## src/hw/dtb_pkg.sv

```systemverilog
`default_nettype none
package dtb_pkg;
  // ****************************************
  // Word, address and block geometry
  // ****************************************
  localparam int DTB_WORD_W = 40;
  localparam int DTB_ADDR_W = 12;
  localparam int DTB_TRACK_W = 8;
  localparam int DTB_OP_W = 8;
  localparam int DTB_BLOCK_WORDS = 50;
  localparam int DTB_TETRAD_W = 4;
  localparam int DTB_TETRADS = 10;
  localparam int DTB_CNT_W = 6;
  localparam int DTB_TCNT_W = 4;

  // ****************************************
  // Order word field positions (bigit 0 is the MSB)
  // ****************************************
  localparam int DTB_OP_LSB = 32;
  localparam int DTB_ADDR_LSB = 20;
  localparam int DTB_TRACK_LSB = 12;
  localparam int DTB_JUMP_LSB = 0;
  localparam int DTB_SUM_BIT = 11;
  localparam logic [DTB_OP_W-1:0] DTB_OP_TO_DRUM = 8'hBD;
  localparam logic [DTB_OP_W-1:0] DTB_OP_FROM_DRUM = 8'hBC;

  // ****************************************
  // Reset values
  // ****************************************
  localparam logic [DTB_WORD_W-1:0] DTB_ACC_RST = 40'h00000_00000;
  localparam logic [DTB_ADDR_W-1:0] DTB_CC_RST = 12'h000;

  // ****************************************
  // Types
  // ****************************************
  typedef enum logic [2:0] {
    DTB_S_IDLE = 3'h0,
    DTB_S_MRD = 3'h1,
    DTB_S_DOUT = 3'h2,
    DTB_S_DIN = 3'h3,
    DTB_S_MWR = 3'h4,
    DTB_S_TAPE = 3'h5,
    DTB_S_DONE = 3'h6
  } dtb_state_t;

  typedef enum logic [1:0] {
    DTB_M_TO_DRUM = 2'h0,
    DTB_M_FROM_DRUM = 2'h1,
    DTB_M_LOAD = 2'h2,
    DTB_M_READ = 2'h3
  } dtb_mode_t;

  typedef struct packed {
    logic req;
    logic we;
    logic [DTB_ADDR_W-1:0] addr;
    logic [DTB_WORD_W-1:0] wdata;
  } dtb_mem_req_t;

  typedef struct packed {
    logic strobe;
    logic rdata;
  } dtb_drum_in_t;

  typedef struct packed {
    logic strobe;
    logic space;
    logic [DTB_TETRAD_W-1:0] tetrad;
  } dtb_tape_in_t;

  // ****************************************
  // Order field extraction
  // ****************************************
  function automatic logic [DTB_OP_W-1:0] dtb_op_of(input logic [DTB_WORD_W-1:0] w);
    return w[DTB_OP_LSB +: DTB_OP_W];
  endfunction

  function automatic logic [DTB_ADDR_W-1:0] dtb_addr_of(input logic [DTB_WORD_W-1:0] w);
    return w[DTB_ADDR_LSB +: DTB_ADDR_W];
  endfunction

  function automatic logic [DTB_TRACK_W-1:0] dtb_track_of(input logic [DTB_WORD_W-1:0] w);
    return w[DTB_TRACK_LSB +: DTB_TRACK_W];
  endfunction

  function automatic logic [DTB_ADDR_W-1:0] dtb_jump_of(input logic [DTB_WORD_W-1:0] w);
    return w[DTB_JUMP_LSB +: DTB_ADDR_W];
  endfunction
endpackage
`default_nettype wire

```

## src/hw/dtb_serializer.sv

```systemverilog
`timescale 1ns/1ps
`default_nettype none
// ****************************************
// Word serializer: parallel load, serial shift MSB first
// ****************************************
module dtb_serializer
  import dtb_pkg::*;
#(
  parameter int WORD_W = DTB_WORD_W
) (
  input wire logic clk_i,
  input wire logic reset_n_i,
  input wire logic load_i,
  input wire logic [WORD_W-1:0] data_i,
  input wire logic shift_i,
  input wire logic bit_i,
  output logic [WORD_W-1:0] word_o,
  output logic msb_o
);
  logic [WORD_W-1:0] word_ff;

  // Parallel load wins over a shift in the same cycle
  always_ff @(posedge clk_i or negedge reset_n_i) begin
    if (!reset_n_i) begin
      word_ff <= '0;
    end else if (load_i) begin
      word_ff <= data_i;
    end else if (shift_i) begin
      word_ff <= {word_ff[WORD_W-2:0], bit_i};
    end
  end

  assign word_o = word_ff;
  assign msb_o = word_ff[WORD_W-1]; // Bit currently presented to the drum
endmodule
`default_nettype wire

```

## src/hw/dtb_transfer.sv

```systemverilog
`timescale 1ns/1ps
`default_nettype none
// Operation
// - To-drum order reads 50 memory words from order address field.
// - To-drum block is written onto the track named in the order.
// - On completion control counter takes jump field; fetch left instruction there.
// - From-drum order stores 50 track words at consecutive memory locations.
// - Serializer loads words in parallel, shifts serially; reverse for input.
// - Control counter steps per word, ends holding address of 50th word.
// - Address plus 800 hex: store at base and sum words into accumulator.
// - Accumulator never cleared; block sum adds onto previous contents.
// - Tape characters are four-bit groups, hole is one, blank zero.
// - Initial load from preset counter assembles ten-tetrad words.
// - Word-ending space writes the word at counter, then counter increments.
// - Two spaces end loading; counter returns to initial address.
// - Each tetrad shifts the input shift register four places.
// - Initial load adds every word into the accumulator.
// - Single read order puts next tape word at its own address.
// - Memory address comes from order register or control counter.
module dtb_transfer
  import dtb_pkg::*;
#(
  parameter int BLOCK_WORDS = DTB_BLOCK_WORDS
) (
  input wire logic clk_i,
  input wire logic reset_n_i,
  input wire logic order_valid_i,
  input wire logic [DTB_WORD_W-1:0] order_i,
  input wire logic load_start_i,
  input wire logic [DTB_ADDR_W-1:0] load_addr_i,
  input wire logic read_start_i,
  input wire logic [DTB_ADDR_W-1:0] read_addr_i,
  output dtb_mem_req_t mem_o,
  input wire logic mem_grant_i,
  input wire logic [DTB_WORD_W-1:0] mem_rdata_i,
  input wire dtb_drum_in_t drum_i,
  output logic [DTB_TRACK_W-1:0] drum_track_o,
  output logic drum_write_o,
  output logic drum_read_o,
  output logic drum_wdata_o,
  input wire dtb_tape_in_t tape_i,
  output logic tape_rdy_o,
  output logic [DTB_WORD_W-1:0] acc_o,
  output logic [DTB_ADDR_W-1:0] cc_o,
  output logic busy_o,
  output logic done_o,
  output logic fetch_o
);
  localparam logic [DTB_CNT_W-1:0] LAST_WORD = DTB_CNT_W'(BLOCK_WORDS - 1);
  localparam logic [DTB_CNT_W-1:0] LAST_BIT = DTB_CNT_W'(DTB_WORD_W - 1);
  localparam logic [DTB_TCNT_W-1:0] FULL_TCNT = DTB_TCNT_W'(DTB_TETRADS);
  localparam int PIN_W = $bits(dtb_drum_in_t) + $bits(dtb_tape_in_t);

  dtb_state_t state_ff;
  dtb_mode_t mode_ff;
  dtb_mem_req_t mem_ff;
  logic [DTB_ADDR_W-1:0] cc_ff, init_ff, jump_ff, rd_addr_ff;
  logic [DTB_TRACK_W-1:0] track_ff;
  logic [DTB_CNT_W-1:0] wcnt_ff, bcnt_ff;
  logic [DTB_TCNT_W-1:0] tcnt_ff;
  logic [DTB_WORD_W-1:0] isr_ff, acc_ff, ser_word;
  logic sum_ff, spc_ff, done_ff, fetch_ff;
  logic drum_write_ff, drum_read_ff, tape_rdy_ff, busy_ff;
  logic [PIN_W-1:0] pin_meta_ff, pin_sync_ff;
  logic [1:0] edge_ff;
  dtb_drum_in_t sync_drum;
  dtb_tape_in_t sync_tape;
  logic drum_ev, tape_ev, ser_load, ser_shift, grant;

  // ****************************************
  // Pin synchronisers and strobe edges
  // ****************************************
  // Two flops on every drum and tape pin before any logic looks at it
  always_ff @(posedge clk_i or negedge reset_n_i) begin
    if (!reset_n_i) begin
      pin_meta_ff <= '0;
      pin_sync_ff <= '0;
      edge_ff <= 2'h0;
    end else begin
      pin_meta_ff <= {drum_i, tape_i};
      pin_sync_ff <= pin_meta_ff;
      edge_ff <= {sync_drum.strobe, sync_tape.strobe};
    end
  end

  // Unpack synchronised pins and detect rising strobes
  assign sync_drum = dtb_drum_in_t'(pin_sync_ff[PIN_W-1 -: $bits(dtb_drum_in_t)]);
  assign sync_tape = dtb_tape_in_t'(pin_sync_ff[$bits(dtb_tape_in_t)-1:0]);
  assign drum_ev = sync_drum.strobe & ~edge_ff[1];
  assign tape_ev = sync_tape.strobe & ~edge_ff[0];
  assign grant = mem_ff.req & mem_grant_i;

  // ****************************************
  // Word serializer between memory and drum
  // ****************************************
  // Loaded on a read grant, shifted on each drum bit slot
  assign ser_load = (state_ff == DTB_S_MRD) && grant;
  assign ser_shift = drum_ev && (state_ff == DTB_S_DOUT || state_ff == DTB_S_DIN);

  dtb_serializer #(
    .WORD_W(DTB_WORD_W)
  ) u_ser (
    .clk_i(clk_i),
    .reset_n_i(reset_n_i),
    .load_i(ser_load),
    .data_i(mem_rdata_i),
    .shift_i(ser_shift),
    .bit_i(sync_drum.rdata),
    .word_o(ser_word),
    .msb_o(drum_wdata_o)
  );

  // ****************************************
  // Transfer sequencer
  // ****************************************
  // Order decode, word and bit counting, memory requests
  always_ff @(posedge clk_i or negedge reset_n_i) begin
    if (!reset_n_i) begin
      state_ff <= DTB_S_IDLE;
      mode_ff <= DTB_M_TO_DRUM;
      mem_ff <= '0;
      cc_ff <= DTB_CC_RST;
      init_ff <= DTB_CC_RST;
      jump_ff <= DTB_CC_RST;
      rd_addr_ff <= DTB_CC_RST;
      track_ff <= '0;
      wcnt_ff <= '0;
      bcnt_ff <= '0;
      tcnt_ff <= '0;
      isr_ff <= '0;
      sum_ff <= 1'b0;
      spc_ff <= 1'b0;
      done_ff <= 1'b0;
      fetch_ff <= 1'b0;
    end else begin
      done_ff <= 1'b0;
      fetch_ff <= 1'b0;
      case (state_ff)
        DTB_S_IDLE: begin
          wcnt_ff <= '0;
          bcnt_ff <= '0;
          tcnt_ff <= '0;
          spc_ff <= 1'b0;
          if (order_valid_i && dtb_op_of(order_i) == DTB_OP_TO_DRUM) begin
            mode_ff <= DTB_M_TO_DRUM;
            sum_ff <= 1'b0;
            cc_ff <= dtb_addr_of(order_i);
            track_ff <= dtb_track_of(order_i);
            jump_ff <= dtb_jump_of(order_i);
            mem_ff <= '{req: 1'b1, we: 1'b0, addr: dtb_addr_of(order_i), wdata: '0};
            state_ff <= DTB_S_MRD;
          end else if (order_valid_i && dtb_op_of(order_i) == DTB_OP_FROM_DRUM) begin
            mode_ff <= DTB_M_FROM_DRUM;
            sum_ff <= order_i[DTB_ADDR_LSB + DTB_SUM_BIT];
            cc_ff <= dtb_addr_of(order_i) & ~(DTB_ADDR_W'(1) << DTB_SUM_BIT);
            track_ff <= dtb_track_of(order_i);
            jump_ff <= dtb_jump_of(order_i);
            state_ff <= DTB_S_DIN;
          end else if (load_start_i) begin
            mode_ff <= DTB_M_LOAD;
            cc_ff <= load_addr_i;
            init_ff <= load_addr_i;
            isr_ff <= '0;
            state_ff <= DTB_S_TAPE;
          end else if (read_start_i) begin
            mode_ff <= DTB_M_READ;
            rd_addr_ff <= read_addr_i;
            isr_ff <= '0;
            state_ff <= DTB_S_TAPE;
          end
        end
        DTB_S_MRD: begin
          // Word is taken into the serializer on the grant
          if (grant) begin
            mem_ff.req <= 1'b0;
            bcnt_ff <= '0;
            state_ff <= DTB_S_DOUT;
          end
        end
        DTB_S_DOUT: begin
          if (drum_ev) begin
            bcnt_ff <= bcnt_ff + DTB_CNT_W'(1);
            if (bcnt_ff == LAST_BIT) begin
              if (wcnt_ff == LAST_WORD) begin
                state_ff <= DTB_S_DONE;
              end else begin
                wcnt_ff <= wcnt_ff + DTB_CNT_W'(1);
                cc_ff <= cc_ff + DTB_ADDR_W'(1);
                mem_ff <= '{req: 1'b1, we: 1'b0, addr: cc_ff + DTB_ADDR_W'(1), wdata: '0};
                state_ff <= DTB_S_MRD;
              end
            end
          end
        end
        DTB_S_DIN: begin
          // Last bit completes the word; write it in parallel
          if (drum_ev) begin
            bcnt_ff <= bcnt_ff + DTB_CNT_W'(1);
            if (bcnt_ff == LAST_BIT) begin
              mem_ff <= '{req: 1'b1, we: 1'b1, addr: cc_ff,
                          wdata: {ser_word[DTB_WORD_W-2:0], sync_drum.rdata}};
              state_ff <= DTB_S_MWR;
            end
          end
        end
        DTB_S_MWR: begin
          if (grant) begin
            mem_ff.req <= 1'b0;
            bcnt_ff <= '0;
            case (mode_ff)
              DTB_M_FROM_DRUM: begin
                if (wcnt_ff == LAST_WORD) begin
                  state_ff <= DTB_S_DONE;
                end else begin
                  wcnt_ff <= wcnt_ff + DTB_CNT_W'(1);
                  cc_ff <= cc_ff + DTB_ADDR_W'(1);
                  state_ff <= DTB_S_DIN;
                end
              end
              DTB_M_LOAD: begin
                cc_ff <= cc_ff + DTB_ADDR_W'(1);
                spc_ff <= 1'b1;
                state_ff <= DTB_S_TAPE;
              end
              default: begin
                state_ff <= DTB_S_DONE;
              end
            endcase
          end
        end
        DTB_S_TAPE: begin
          if (tape_ev && !sync_tape.space) begin
            // Hole reads as one; four places per tetrad
            isr_ff <= {isr_ff[DTB_WORD_W-DTB_TETRAD_W-1:0], sync_tape.tetrad};
            if (tcnt_ff != FULL_TCNT) begin
              tcnt_ff <= tcnt_ff + DTB_TCNT_W'(1);
            end
            spc_ff <= 1'b0;
          end else if (tape_ev && tcnt_ff != '0) begin
            // Space ends the word: write at counter or order address
            mem_ff <= '{req: 1'b1, we: 1'b1,
                        addr: (mode_ff == DTB_M_READ) ? rd_addr_ff : cc_ff,
                        wdata: isr_ff};
            isr_ff <= '0;
            tcnt_ff <= '0;
            state_ff <= DTB_S_MWR;
          end else if (tape_ev && spc_ff && mode_ff == DTB_M_LOAD) begin
            cc_ff <= init_ff;
            state_ff <= DTB_S_DONE;
          end
        end
        DTB_S_DONE: begin
          if (mode_ff == DTB_M_TO_DRUM || mode_ff == DTB_M_FROM_DRUM) begin
            cc_ff <= jump_ff;
          end
          done_ff <= 1'b1;
          fetch_ff <= (mode_ff != DTB_M_READ);
          state_ff <= DTB_S_IDLE;
        end
        default: begin
          state_ff <= DTB_S_IDLE;
        end
      endcase
    end
  end

  // ****************************************
  // Accumulator checksum
  // ****************************************
  // Summed on granted initial-load writes and on from-drum writes with the sum bit set; never cleared by a transfer
  always_ff @(posedge clk_i or negedge reset_n_i) begin
    if (!reset_n_i) begin
      acc_ff <= DTB_ACC_RST;
    end else if (state_ff == DTB_S_MWR && grant &&
                 ((mode_ff == DTB_M_FROM_DRUM && sum_ff) || mode_ff == DTB_M_LOAD)) begin
      acc_ff <= acc_ff + mem_ff.wdata;
    end
  end

  // ****************************************
  // Status outputs
  // ****************************************
  // Link readiness levels, one cycle behind the state
  always_ff @(posedge clk_i or negedge reset_n_i) begin
    if (!reset_n_i) begin
      drum_write_ff <= 1'b0;
      drum_read_ff <= 1'b0;
      tape_rdy_ff <= 1'b0;
      busy_ff <= 1'b0;
    end else begin
      drum_write_ff <= (state_ff == DTB_S_DOUT);
      drum_read_ff <= (state_ff == DTB_S_DIN);
      tape_rdy_ff <= (state_ff == DTB_S_TAPE);
      busy_ff <= (state_ff != DTB_S_IDLE);
    end
  end

  assign mem_o = mem_ff;
  assign drum_track_o = track_ff;
  assign drum_write_o = drum_write_ff;
  assign drum_read_o = drum_read_ff;
  assign tape_rdy_o = tape_rdy_ff;
  assign acc_o = acc_ff;
  assign cc_o = cc_ff;
  assign busy_o = busy_ff;
  assign done_o = done_ff;
  assign fetch_o = fetch_ff;
endmodule
`default_nettype wire

```

## config.mk

```make
export PLATFORM = sky130hd
export DESIGN_NAME = dtb_transfer
export DESIGN_NICKNAME = d
export VERILOG_FILES = /design/src/hw/dtb_pkg.sv /design/src/hw/dtb_serializer.sv /design/src/hw/dtb_transfer.sv
export SDC_FILE = /design/constraint.sdc
export NUM_CORES = 1
export LEC_CHECK = 0
export ABC_AREA = 1
export BUFFER_PORTS_ARGS = -buffer_cell sky130_fd_sc_hd__buf_2
export CORE_UTILIZATION = 50
export CTS_CLUSTER_SIZE = 24
export DETAILED_ROUTE_END_ITERATION = 7
export PLACE_DENSITY = 0.73
export SYNTH_ARGS = -nofsm -noshare
export SYNTH_HDL_FRONTEND = slang
export SYNTH_SLANG_ARGS = --single-unit
```

## constraint.sdc

```tcl
create_clock -name clk_i -period 4.95 [get_ports clk_i]
set_input_delay 0 -clock clk_i [delete_from_list [all_inputs] [get_ports clk_i]]
set_output_delay 0 -clock clk_i [all_outputs]
set_load 0.02 [all_outputs]
```

After elaboration in Yosys (flattened, before gate mapping)
Index checks and enable logic that the tools add are counted.
Widths: inputs -> output; s select.
- register bits after elaboration: 277
- input bits: 118
- add/subtract/negate cells: 5
- equality and inequality tests: 42
- muxes and demuxes: 80
- bitwise logic cells: 8
- reduce and logical (&&, ||, !) cells: 44
- operators with widths (kind ; count):
    $mux 54 ; 8
    $mux 40 ; 8
    $pmux 53 s4 ; 1
    $mux 12 ; 14
    $pmux 40 s2 ; 1
    $pmux 12 s5 ; 1
    $mux 3 ; 15
    $mux 6 ; 7
    $add 40x40->40 ; 1
    $pmux 6 s3 ; 2
    $ne 2x2->1 const B ; 17
    $pmux 12 s2 ; 1
    $reduce_and 10->1 ; 2
    $pmux 3 s6 ; 1
    $reduce_and 9->1 ; 2
    $eq 8x8->1 const B ; 2
    $mux 8 ; 2
    $ne 3x3->1 const B ; 5
    $reduce_and 5->1 ; 3
    $add 12x1->12 const B ; 1
    $add 6x1->6 const B ; 2
    $eq 6x6->1 const B ; 2
    $mux 4 ; 3
    $reduce_bool 3->1 ; 4
    other kinds (29) ; 74

Depth between registers and ports, before layout
Gate-level depths: netlist of the first run.
- word-level depth: 8
- gate-level depth with buffers: 15
- mapped depth without buffers: 15

By module
From an unflattened synthesis of the first run, not the netlist that was laid out.
- cells, all modules: 2083
- area, all modules: 15528.6 um2
- modules (own cells, without submodules) (module ; instances ; cells each ; area an instance (um2) ; sequential area each (um2)):
    dtb_transfer ; 1 ; 1862 ; 13661.9 ; 5930.7
    dtb_serializer ; 1 ; 221 ; 1866.8 ; 1001.0

Least setup slack after synthesis of the first run
Ideal clock, no wire load.
- kind: register to register
- start point: register mem_ff, in the netlist mem_o[0]
- end point: register acc_ff[22], in the netlist acc_o[22]
- arrival: 1892 ps
- required time: 4832 ps
- path slack: 2940 ps
- cell stages (with the launch flop): 10
- buffers on the path: 0
- period minus slack after synthesis: 2010 ps
- path through: dfrtp_1 ha_1 fa_1 nand2_1 nand3_1 nand2_1 nand3_1 or2_2 nand3_1 nand2_1
- word-level cells in the longest chain between the ends: 1
- RTL lines (what ; RTL line ; source):
    start: declaration ; dtb_transfer.sv:56 ; dtb_mem_req_t mem_ff;
    start signal: assignment ; dtb_transfer.sv:150 ; mem_ff <= '{req: 1'b1, we: 1'b0, addr: dtb_addr_of(order_i), wdata: '0};
    start signal: assignment ; dtb_transfer.sv:189 ; mem_ff <= '{req: 1'b1, we: 1'b0, addr: cc_ff + DTB_ADDR_W'(1), wdata: '0};
    start signal: assignment ; dtb_transfer.sv:200 ; mem_ff <= '{req: 1'b1, we: 1'b1, addr: cc_ff,
    $add 40x40->40 ; dtb_transfer.sv:276 ; acc_ff <= acc_ff + mem_ff.wdata;
    end signal: assignment ; dtb_transfer.sv:276 ;
    end: declaration ; dtb_transfer.sv:61 ; logic [DTB_WORD_W-1:0] isr_ff, acc_ff, ser_word;
Every way passes these cells.
A chain may end at the register's enable or synchronous reset.

Final worst setup path of the first run
- start point: register state_ff[2]
- end point: register rd_addr_ff[7]
- word-level cells in the longest chain between the ends: 2
- RTL lines (what ; RTL line ; source):
    start: declaration ; dtb_transfer.sv:54 ; dtb_state_t state_ff;
    start signal: assignment ; dtb_transfer.sv:119 ; state_ff <= DTB_S_IDLE;
    start signal: assignment ; dtb_transfer.sv:151 ; state_ff <= DTB_S_MRD;
    start signal: assignment ; dtb_transfer.sv:158 ; state_ff <= DTB_S_DIN;
    $logic_not 3->1 ; dtb_transfer.sv:138 ; case (state_ff)
    $reduce_and 5->1 (no line) ; - ;
    end signal: assignment ; dtb_transfer.sv:167 ; rd_addr_ff <= read_addr_i;
    end: declaration ; dtb_transfer.sv:57 ; logic [DTB_ADDR_W-1:0] cc_ff, init_ff, jump_ff, rd_addr_ff;
Every way passes these cells.

==> results of run 1 <==
## worst register-to-register path, stage by stage (launching register included)
cell,delay (ps)
dfrtp_1,450
inv_2,100
nand2_1,100
nor2_1,130
buf_4,200
nand3_1,300
nor2_1,960
nand2_1,110
nand2_1,110
dlygate4sd3_1,550
## through the flow
| stage | setup WS (ps) | hold slack (ps) | util (%) | instance area [µm²] | cells |
|---|---|---|---|---|---|
| finish | 1872 | 63.43 | 63.61 | 18950 | 2801 |
| global route | 1627 | 62.28 | 63.61 | 18950 | 2801 |
| CTS | 1954 | 33.84 | 63.61 | 18950 | 2801 |
| detailed placement | 2290 | 109.7 | 56.16 | 16730 | 2630 |
| global placement | 2340 | 108.8 | 56.16 | 16730 | 2630 |
| floorplan | 2940 | -295.6 | - | 15230 | 2057 |
## metal layers
metal | wire length, µm | GRT usage (%)
met1 | 21740 | 45.98
met2 | 23340 | 52.37
met3 | 3794 | 3.704
met4 | 1481 | 9.231
met5 | 0 | 0
## what timing repair did
action                                  CTS  global route
hold buffers                            113             0
endpoints found under the setup margin    0             0
setup buffers                             0             0
endpoints found under the hold margin   228             0
## flip-flops by register name, indices dropped and copies added (netlist names), 3 cells and up
signal        cells
mem_o            54
acc_o            40
isr_ff           40
u_ser.word_o     40
cc_o             12
init_ff          12
jump_ff          12
rd_addr_ff       12
drum_track_o      8
pin_meta_ff       8
pin_sync_ff       8
bcnt_ff           6
wcnt_ff           6
tcnt_ff           4
state_ff          3
## power breakdown
group / total, µW / internal (µW) / switching (µW)
clock network: 2430 / 1430 / 1000
registers: 3700 / 2990 / 714
logic: 4760 / 1540 / 3210
total: 10900 / 5960 / 4930
## final cells by class
class,instances,area (µm²),share of cell area [%]
multi-input cells,1478,7118,37.55
inverters,233,877.1,4.627
clock buffers,37,838.3,4.423
clock inverters,21,251.5,1.327
flip-flops and latches,277,6932,36.57
repair buffers,365,2450,12.92
well taps,390,488.0,2.574
## path summary, 6_finish.rpt
check	cells past startpoint	end	from
hold / removal	2	pin_meta_ff[5]	tape_i[5]
max in group asynchronous	3	drum_track_o[1]	reset_n_i
setup / recovery	9	rd_addr_ff[7]	state_ff[2]
hold reg to reg	0	pin_sync_ff[3]	pin_meta_ff[3]
min in group asynchronous	2	acc_o[10]	reset_n_i
setup reg to reg	9	rd_addr_ff[7]	state_ff[2]
## layout by cell type, fill, tap and decap left out, types with 4 or more instances in the layout
cell type,netlist,layout
nand2_1,817,817
xor2_1,15,15
or2_2,7,7
dfrtp_1,277,277
clkbuf_8,0,4
nand3b_1,13,13
o21bai_1,8,8
o21ai_0,172,172
nor2_1,113,112
a21oi_1,56,56
o2111ai_1,5,5
a31oi_1,6,6
nand4_1,13,13
a221oi_1,5,5
o221ai_1,37,37
dlygate4sd3_1,0,113
inv_2,4,4
buf_4,4,13
clkinvlp_4,0,5
buf_2,26,237
o211ai_1,18,18
nand3_1,82,82
nor3_1,9,8
o21ai_1,14,14
clkbuf_16,0,31
o22ai_1,5,5
clkinv_2,0,8
xnor2_1,12,12
bufinv_16,0,4
ha_1,50,50
inv_1,225,225
## cells by family (layout without fill, tap and decap cells)
logic type,Yosys count,in the layout,synth area share (%)
XOR/XNOR,27,27,1.553
multiplexers,3,3,0.2219
buffers and inverters,302,656,7.774
adder cells (fa/ha/maj),51,51,4.240
AO/OA/AOI/OAI,337,337,12.98
flip-flops,277,277,45.53
AND/OR/NAND/NOR,1060,1060,27.71
==> implementation parameters, run 1 <==
Parameter                              Value

Status
  Run status ... complete, no violations

Routing
  First-iteration detailed-routing DRC count ... 1,502
  Post-DR wirelength/cell ... 17.97 µm
  Wire length reported by the detailed router ... 50,350 µm
  Overall via count from detail_route ... 15,370
  Post-detailed-route via-to-cell ratio ... 5.487
  Post-DRT Antenna Nets ... 0
  Remaining design rule violation count ... 0
  DRT Pass-1 Iters ... 6

Finish
  Filler Cells Inserted ... 2,641
  Final Net Count ... 2,555
  Total inserted antenna cells ... 0
  Post-synthesis to final-layout area growth ... 24.49%
  Fraction of layout instances using a drive strength above 1 ... 13.60%

STA
  Fin Clk Skew ... 17.46 ps
  Transition time at the pin with the least slew margin ... 1088 ps
  Worst slew margin ... 27.20%
  Setup Total Neg Slack ... 0 ps
  Maximum clock frequency ... 324.8 MHz
  Final Max Slew Viols ... 0
  Final period util ... 62.19%
  Clock period minus final worst setup slack ... 3078 ps
  Number of failing hold endpoints at the final stage ... 0
  Final Setup Violations ... 0
  Setup repair after global routing missed its margin ... no

Pwr
  Post-layout power ... 10,890 µW
  Power per cell area ... 574.5 nW/µm²
  Leak Pwr ... 0.01014 µW
  Worst supply voltage drop on vdd ... 0.3800 mV

Yosys
  Netlist area before placement ... 15,230 µm²
  Area share of the largest cell type after synthesis ... 45.53%
  Mapped Cells ... 2,057
  Cell type contributing the most total cell area after synthesis ... dfrtp_1
  Most frequent cell after synthesis ... nand2_1
  Number of register bits inferred by synthesis ... 277
  Post-synth EDFFs ... 0
  Dominant cells by area after synthesis ... dfrtp_1 (46%), nand2_1 (20%), o21ai_0 (5.7%)
  Fraction of registers with async set or reset after synthesis ... 100.0%
  Most numerous cell types in the synthesized netlist ... nand2_1 (817), dfrtp_1 (277), inv_1 (225)
  Total number of yosys warnings ... 0
  Ys flop type ... dfrtp_1
  Net count after synthesis ... 2,226
  Post-synthesis average cell area ... 7.402 µm²
  Netlist cell types ... 41
  Proportion of synthesized chip area in sequential cells ... 45.53%

Flow run
  # Max-Cap Violations ... 0

Setup path
  Delay of the slowest cell on the worst path ... 950 ps
  Chain of cells forming the critical path ... inv_2 > nand2_1 > nor2_1 > buf_4 > nand3_1 > nor2_1 > nand2_1 > nand2_1 > dlygate4sd3_1
  Critical Path End Type ... register
  Kind of cell adding the most delay to the critical path ... simple AND/OR/NAND/NOR gates
  Register-to-register path setup slack ... 1870 ps
  Arrival time reported for the critical path endpoint ... 3600 ps
  Crit start category ... register
  CP bufs+invs ... 3
  Cell with the largest stage delay on the worst path ... nor2_1
  Worst Path Required ... 5470 ps
  Biggest fanout along the worst timing path ... 21
  Worst Setup Path Type ... register to register
  CP dominant cell by count ... nand2_1

Clocking
  Clock sink count ... 277
  Clock Root Buffer ... clkbuf_16
  Buffer depth of the longest clock path ... 3
  CTS tree ... done
  Clock transition at path regs ... 70 ps
  CTS H-tree lvls ... 1
  Num CTS Buffers ... 31
  Resized cells post-CTS ... 0
  Clk_lat worst skew ... 580 ps

Placement
  Placer's final routability congestion estimate ... 0.9596
  Detail Placement HPWL ... 35,800 µm
  Input/output buffers ... 238

Floorplanning
  Initial Util ... 51.10%
  Full die area ... 31,150 µm²
  Chip width ... 176.5 µm
  Core ar. ... 29,800 µm²
  Number of I/O pins ... 239
  Die outline height ... 176.5 µm
  Row cnt ... 63

Global route
  First-pass GRT wire length ... 79,090 µm
  Overall routing resource usage ... 32.44%
  Largest net degree at the start of global routing ... 111
  Via count of the first global-routing pass ... 14,740
  Antenna violations before repair ... 0
  Overall overflow remaining after global route ... 0

Min path
  Worst hold path class ... input port to register
(Power assumes the default switching activity.)
==> run 2: changes to the inputs <==
- clock period: 4.95 -> 3.1 ns (I/O delays scaled with it)
==> implementation parameters, run 2 (synthesized netlist as in run 1, its figures left out) <==
Parameter                              Value

Global route
  Antenna violations before repair ... 1 (+1)
  Overall overflow remaining after global route ... 0 (unchanged)
  First-pass GRT wire length ... 77,310 µm (-2.3%)
  Via count of the first global-routing pass ... 14,820 (+0.54%)
  Largest net degree at the start of global routing ... 86 (-23%)
  Overall routing resource usage ... 31.56% (-0.88 points)

STA
  Fin Clk Skew ... 9.294 ps (-8.166 ps)
  Final Max Slew Viols ... 0 (unchanged)
  Final Setup Violations ... 0 (unchanged)
  Transition time at the pin with the least slew margin ... 894.0 ps (-194.0 ps)
  Worst slew margin ... 40.33% (+13 points)
  Clock period minus final worst setup slack ... 2718 ps (-360.8 ps)
  Number of failing hold endpoints at the final stage ... 0 (unchanged)
  Fin worst setup slack ... 382.4 ps (-1489 ps)
  Final period util ... 87.67% (+25 points)
  Setup Total Neg Slack ... 0 ps (unchanged)
  Maximum clock frequency ... 368.0 MHz (+13%)
  Setup repair after global routing missed its margin ... no

Setup path
  Delay of the slowest cell on the worst path ... 540 ps (-410 ps)
  Biggest fanout along the worst timing path ... 21 (unchanged)
  Arrival time reported for the critical path endpoint ... 3220 ps (-380 ps)
  Chain of cells forming the critical path ... inv_2 > nand2_1 > nor2_2 > inv_1 > nor2_1 > inv_1 > nor2_1 > a22o_1 > dlygate4sd3_1
  Critical Path End Type ... register
  Worst Path Required ... 3610 ps (-1860 ps)
  Cell with the largest stage delay on the worst path ... dlygate4sd3_1
  Crit start category ... register
  Worst Setup Path Type ... register to register

Routing
  Remaining design rule violation count ... 0 (unchanged)
  First-iteration detailed-routing DRC count ... 1,467 (-2.3%)
  Post-DR wirelength/cell ... 17.33 µm (-3.6%)
  Overall via count from detail_route ... 15,400 (+0.16%)
  Post-detailed-route via-to-cell ratio ... 5.459 (-0.51%)
  DRT Pass-1 Iters ... 6 (unchanged)
  Wire length reported by the detailed router ... 48,870 µm (-2.9%)
  Post-DRT Antenna Nets ... 0 (unchanged)

Finish
  Leading cell types in the layout, fill and taps excluded ... nand2_1 (817), dfrtp_1 (277), buf_2 (237)
  Fraction of layout instances using a drive strength above 1 ... 13.96% (+0.36 points)
  Number of flip-flops under the largest register name ... 54 (unchanged)
  Most frequent standard cell in the layout excluding fill and tap cells ... nand2_1
  Fraction of the core area covered by cells at the end of the flow ... 64.18% (+0.56 points)
  Area of all placed cells without fillers ... 19,120 µm² (+0.88%)
  Filler Cells Inserted ... 2,611 (-1.1%)
  Post-synthesis to final-layout area growth ... 25.59%
  Final Net Count ... 2,577 (+0.86%)

Pwr
  Combinational group share of total power ... 44.9% (+1.2 points)
  Power per cell area ... 905.0 nW/µm² (+58%)
  Leak Pwr ... 0.01024 µW (+0.97%)
  Power Internal ... 9638 µW (+62%)
  Clock power share ... 21.2% (-1.1 points)
  Sw Pwr ... 7667 µW (+56%)
  Sequential share of power ... 33.8% (-0.2 points)
  Net Sw Frac ... 44.31% (-0.96 points)
  Worst supply voltage drop on vdd ... 0.5222 mV (+37%)

Floorplanning
  Chip width ... 176.5 µm (unchanged)
  Number of I/O pins ... 239 (unchanged)
  Die outline height ... 176.5 µm (unchanged)
  Full die area ... 31,150 µm² (unchanged)
  Initial Util ... 51.10% (unchanged)
  Row cnt ... 63 (unchanged)
  Core ar. ... 29,800 µm² (unchanged)

Clocking
  CTS H-tree lvls ... 1 (unchanged)
  Clock transition at path regs ... 60 ps (about the same)
  Buffer depth of the longest clock path ... 3 (unchanged)
  Clock sink count ... 277 (unchanged)
  Num CTS Buffers ... 31 (unchanged)
  Clock Root Buffer ... clkbuf_16
  Clk_lat worst skew ... 570 ps (about the same)
  CTS tree ... done

Placement
  Placer's final routability congestion estimate ... 1.005 (+4.7%)
  Input/output buffers ... 238 (unchanged)
  Pre-CTS setup slack ... 389.4 ps (-1900 ps)
  Post-detailed-placement cell area ... 16,910 µm² (+1.1%)
  Detail Placement HPWL ... 35,410 µm (-1.1%)

Flow run
  # Max-Cap Violations ... 0 (unchanged)

Status
  Run status ... complete, no violations

Min path
  Worst hold path class ... input port to async pin
run 2: changes by cell type in the layout (fill, tap and decap cells not counted), moves of 2 or more:
| cell | change |
|---|---|
| diode_2 | +2 |
| clkinv_2 | -2 |
| clkbuf_1 | +2 |
| buf_4 | +13 |
| clkinvlp_4 | -2 |
| buf_12 | +4 |
| dlygate4sd3_1 | +5 |
run 2: worst paths after layout:
kind | cells past startpoint | end | slack [ps] | startpoint
worst max register to register | 9 | sum_ff | 380 | state_ff[2]
worst min register to register | 0 | pin_sync_ff[1] | 350 | pin_meta_ff[1]
min in group clk_i | 5 | mode_ff[0] | 30 | order_valid_i
worst max-delay path | 9 | sum_ff | 380 | state_ff[2]
worst min-delay path | 2 | acc_o[11] | 30 | reset_n_i
max in group asynchronous | 3 | acc_o[25] | 2210 | reset_n_i
run 2: repair_timing:
action | 4_1_cts | 5_1_grt
resized for setup | 0 | 1
hold endpoints to repair | 216 | 0
buffers inserted | 0 | 0
setup endpoints to repair | 0 | 1
hold buffers | 118 | 0
run 2: critical path, delay by kind of cell, from the launching register on:
family,cells,cell delay [ps]
buf+inv,4,1160
simple gates,4,900
flops,1,440
compound gates,1,160
run 2: metal layers:
metal | wire length [µm] | GRT usage [%]
met2 | 22440 | 50.96
met5 | 0 | 0
met3 | 3645 | 3.854
met1 | 21110 | 44.00
met4 | 1670 | 10.52
run 2: power groups by stage:
stage	sequential, µW	combinational, µW	clock, µW
after floorplan	6270	4400	0
after CTS	5820	7640	3740
after global routing	5960	8560	3870
after detailed placement	5870	7420	0
final	5850	7780	3670
after global placement	5840	7290	0
run 2: final cells by class:
cell class / instances / area [µm²] / share of cell area, %
multi-input combinational: 1478 / 7121 / 37.24
sequential: 277 / 6932 / 36.25
timing repair buffer: 387 / 2678 / 14.00
inverter: 233 / 877.1 / 4.587
clock buffer: 40 / 859.6 / 4.495
tap: 390 / 488.0 / 2.552
clock inverter: 13 / 162.7 / 0.8506
antenna: 2 / 5.005 / 0.02617
run 2: per-stage QoR:
stage	cells	total power, µW	hold slack [ps]
global placement	2647	13140	56.85
CTS	2818	17200	2.272
floorplan	2057	10670	-295.6
detailed placement	2647	13290	55.92
finish	2820	17300	29.65
global route	2819	18400	56.56
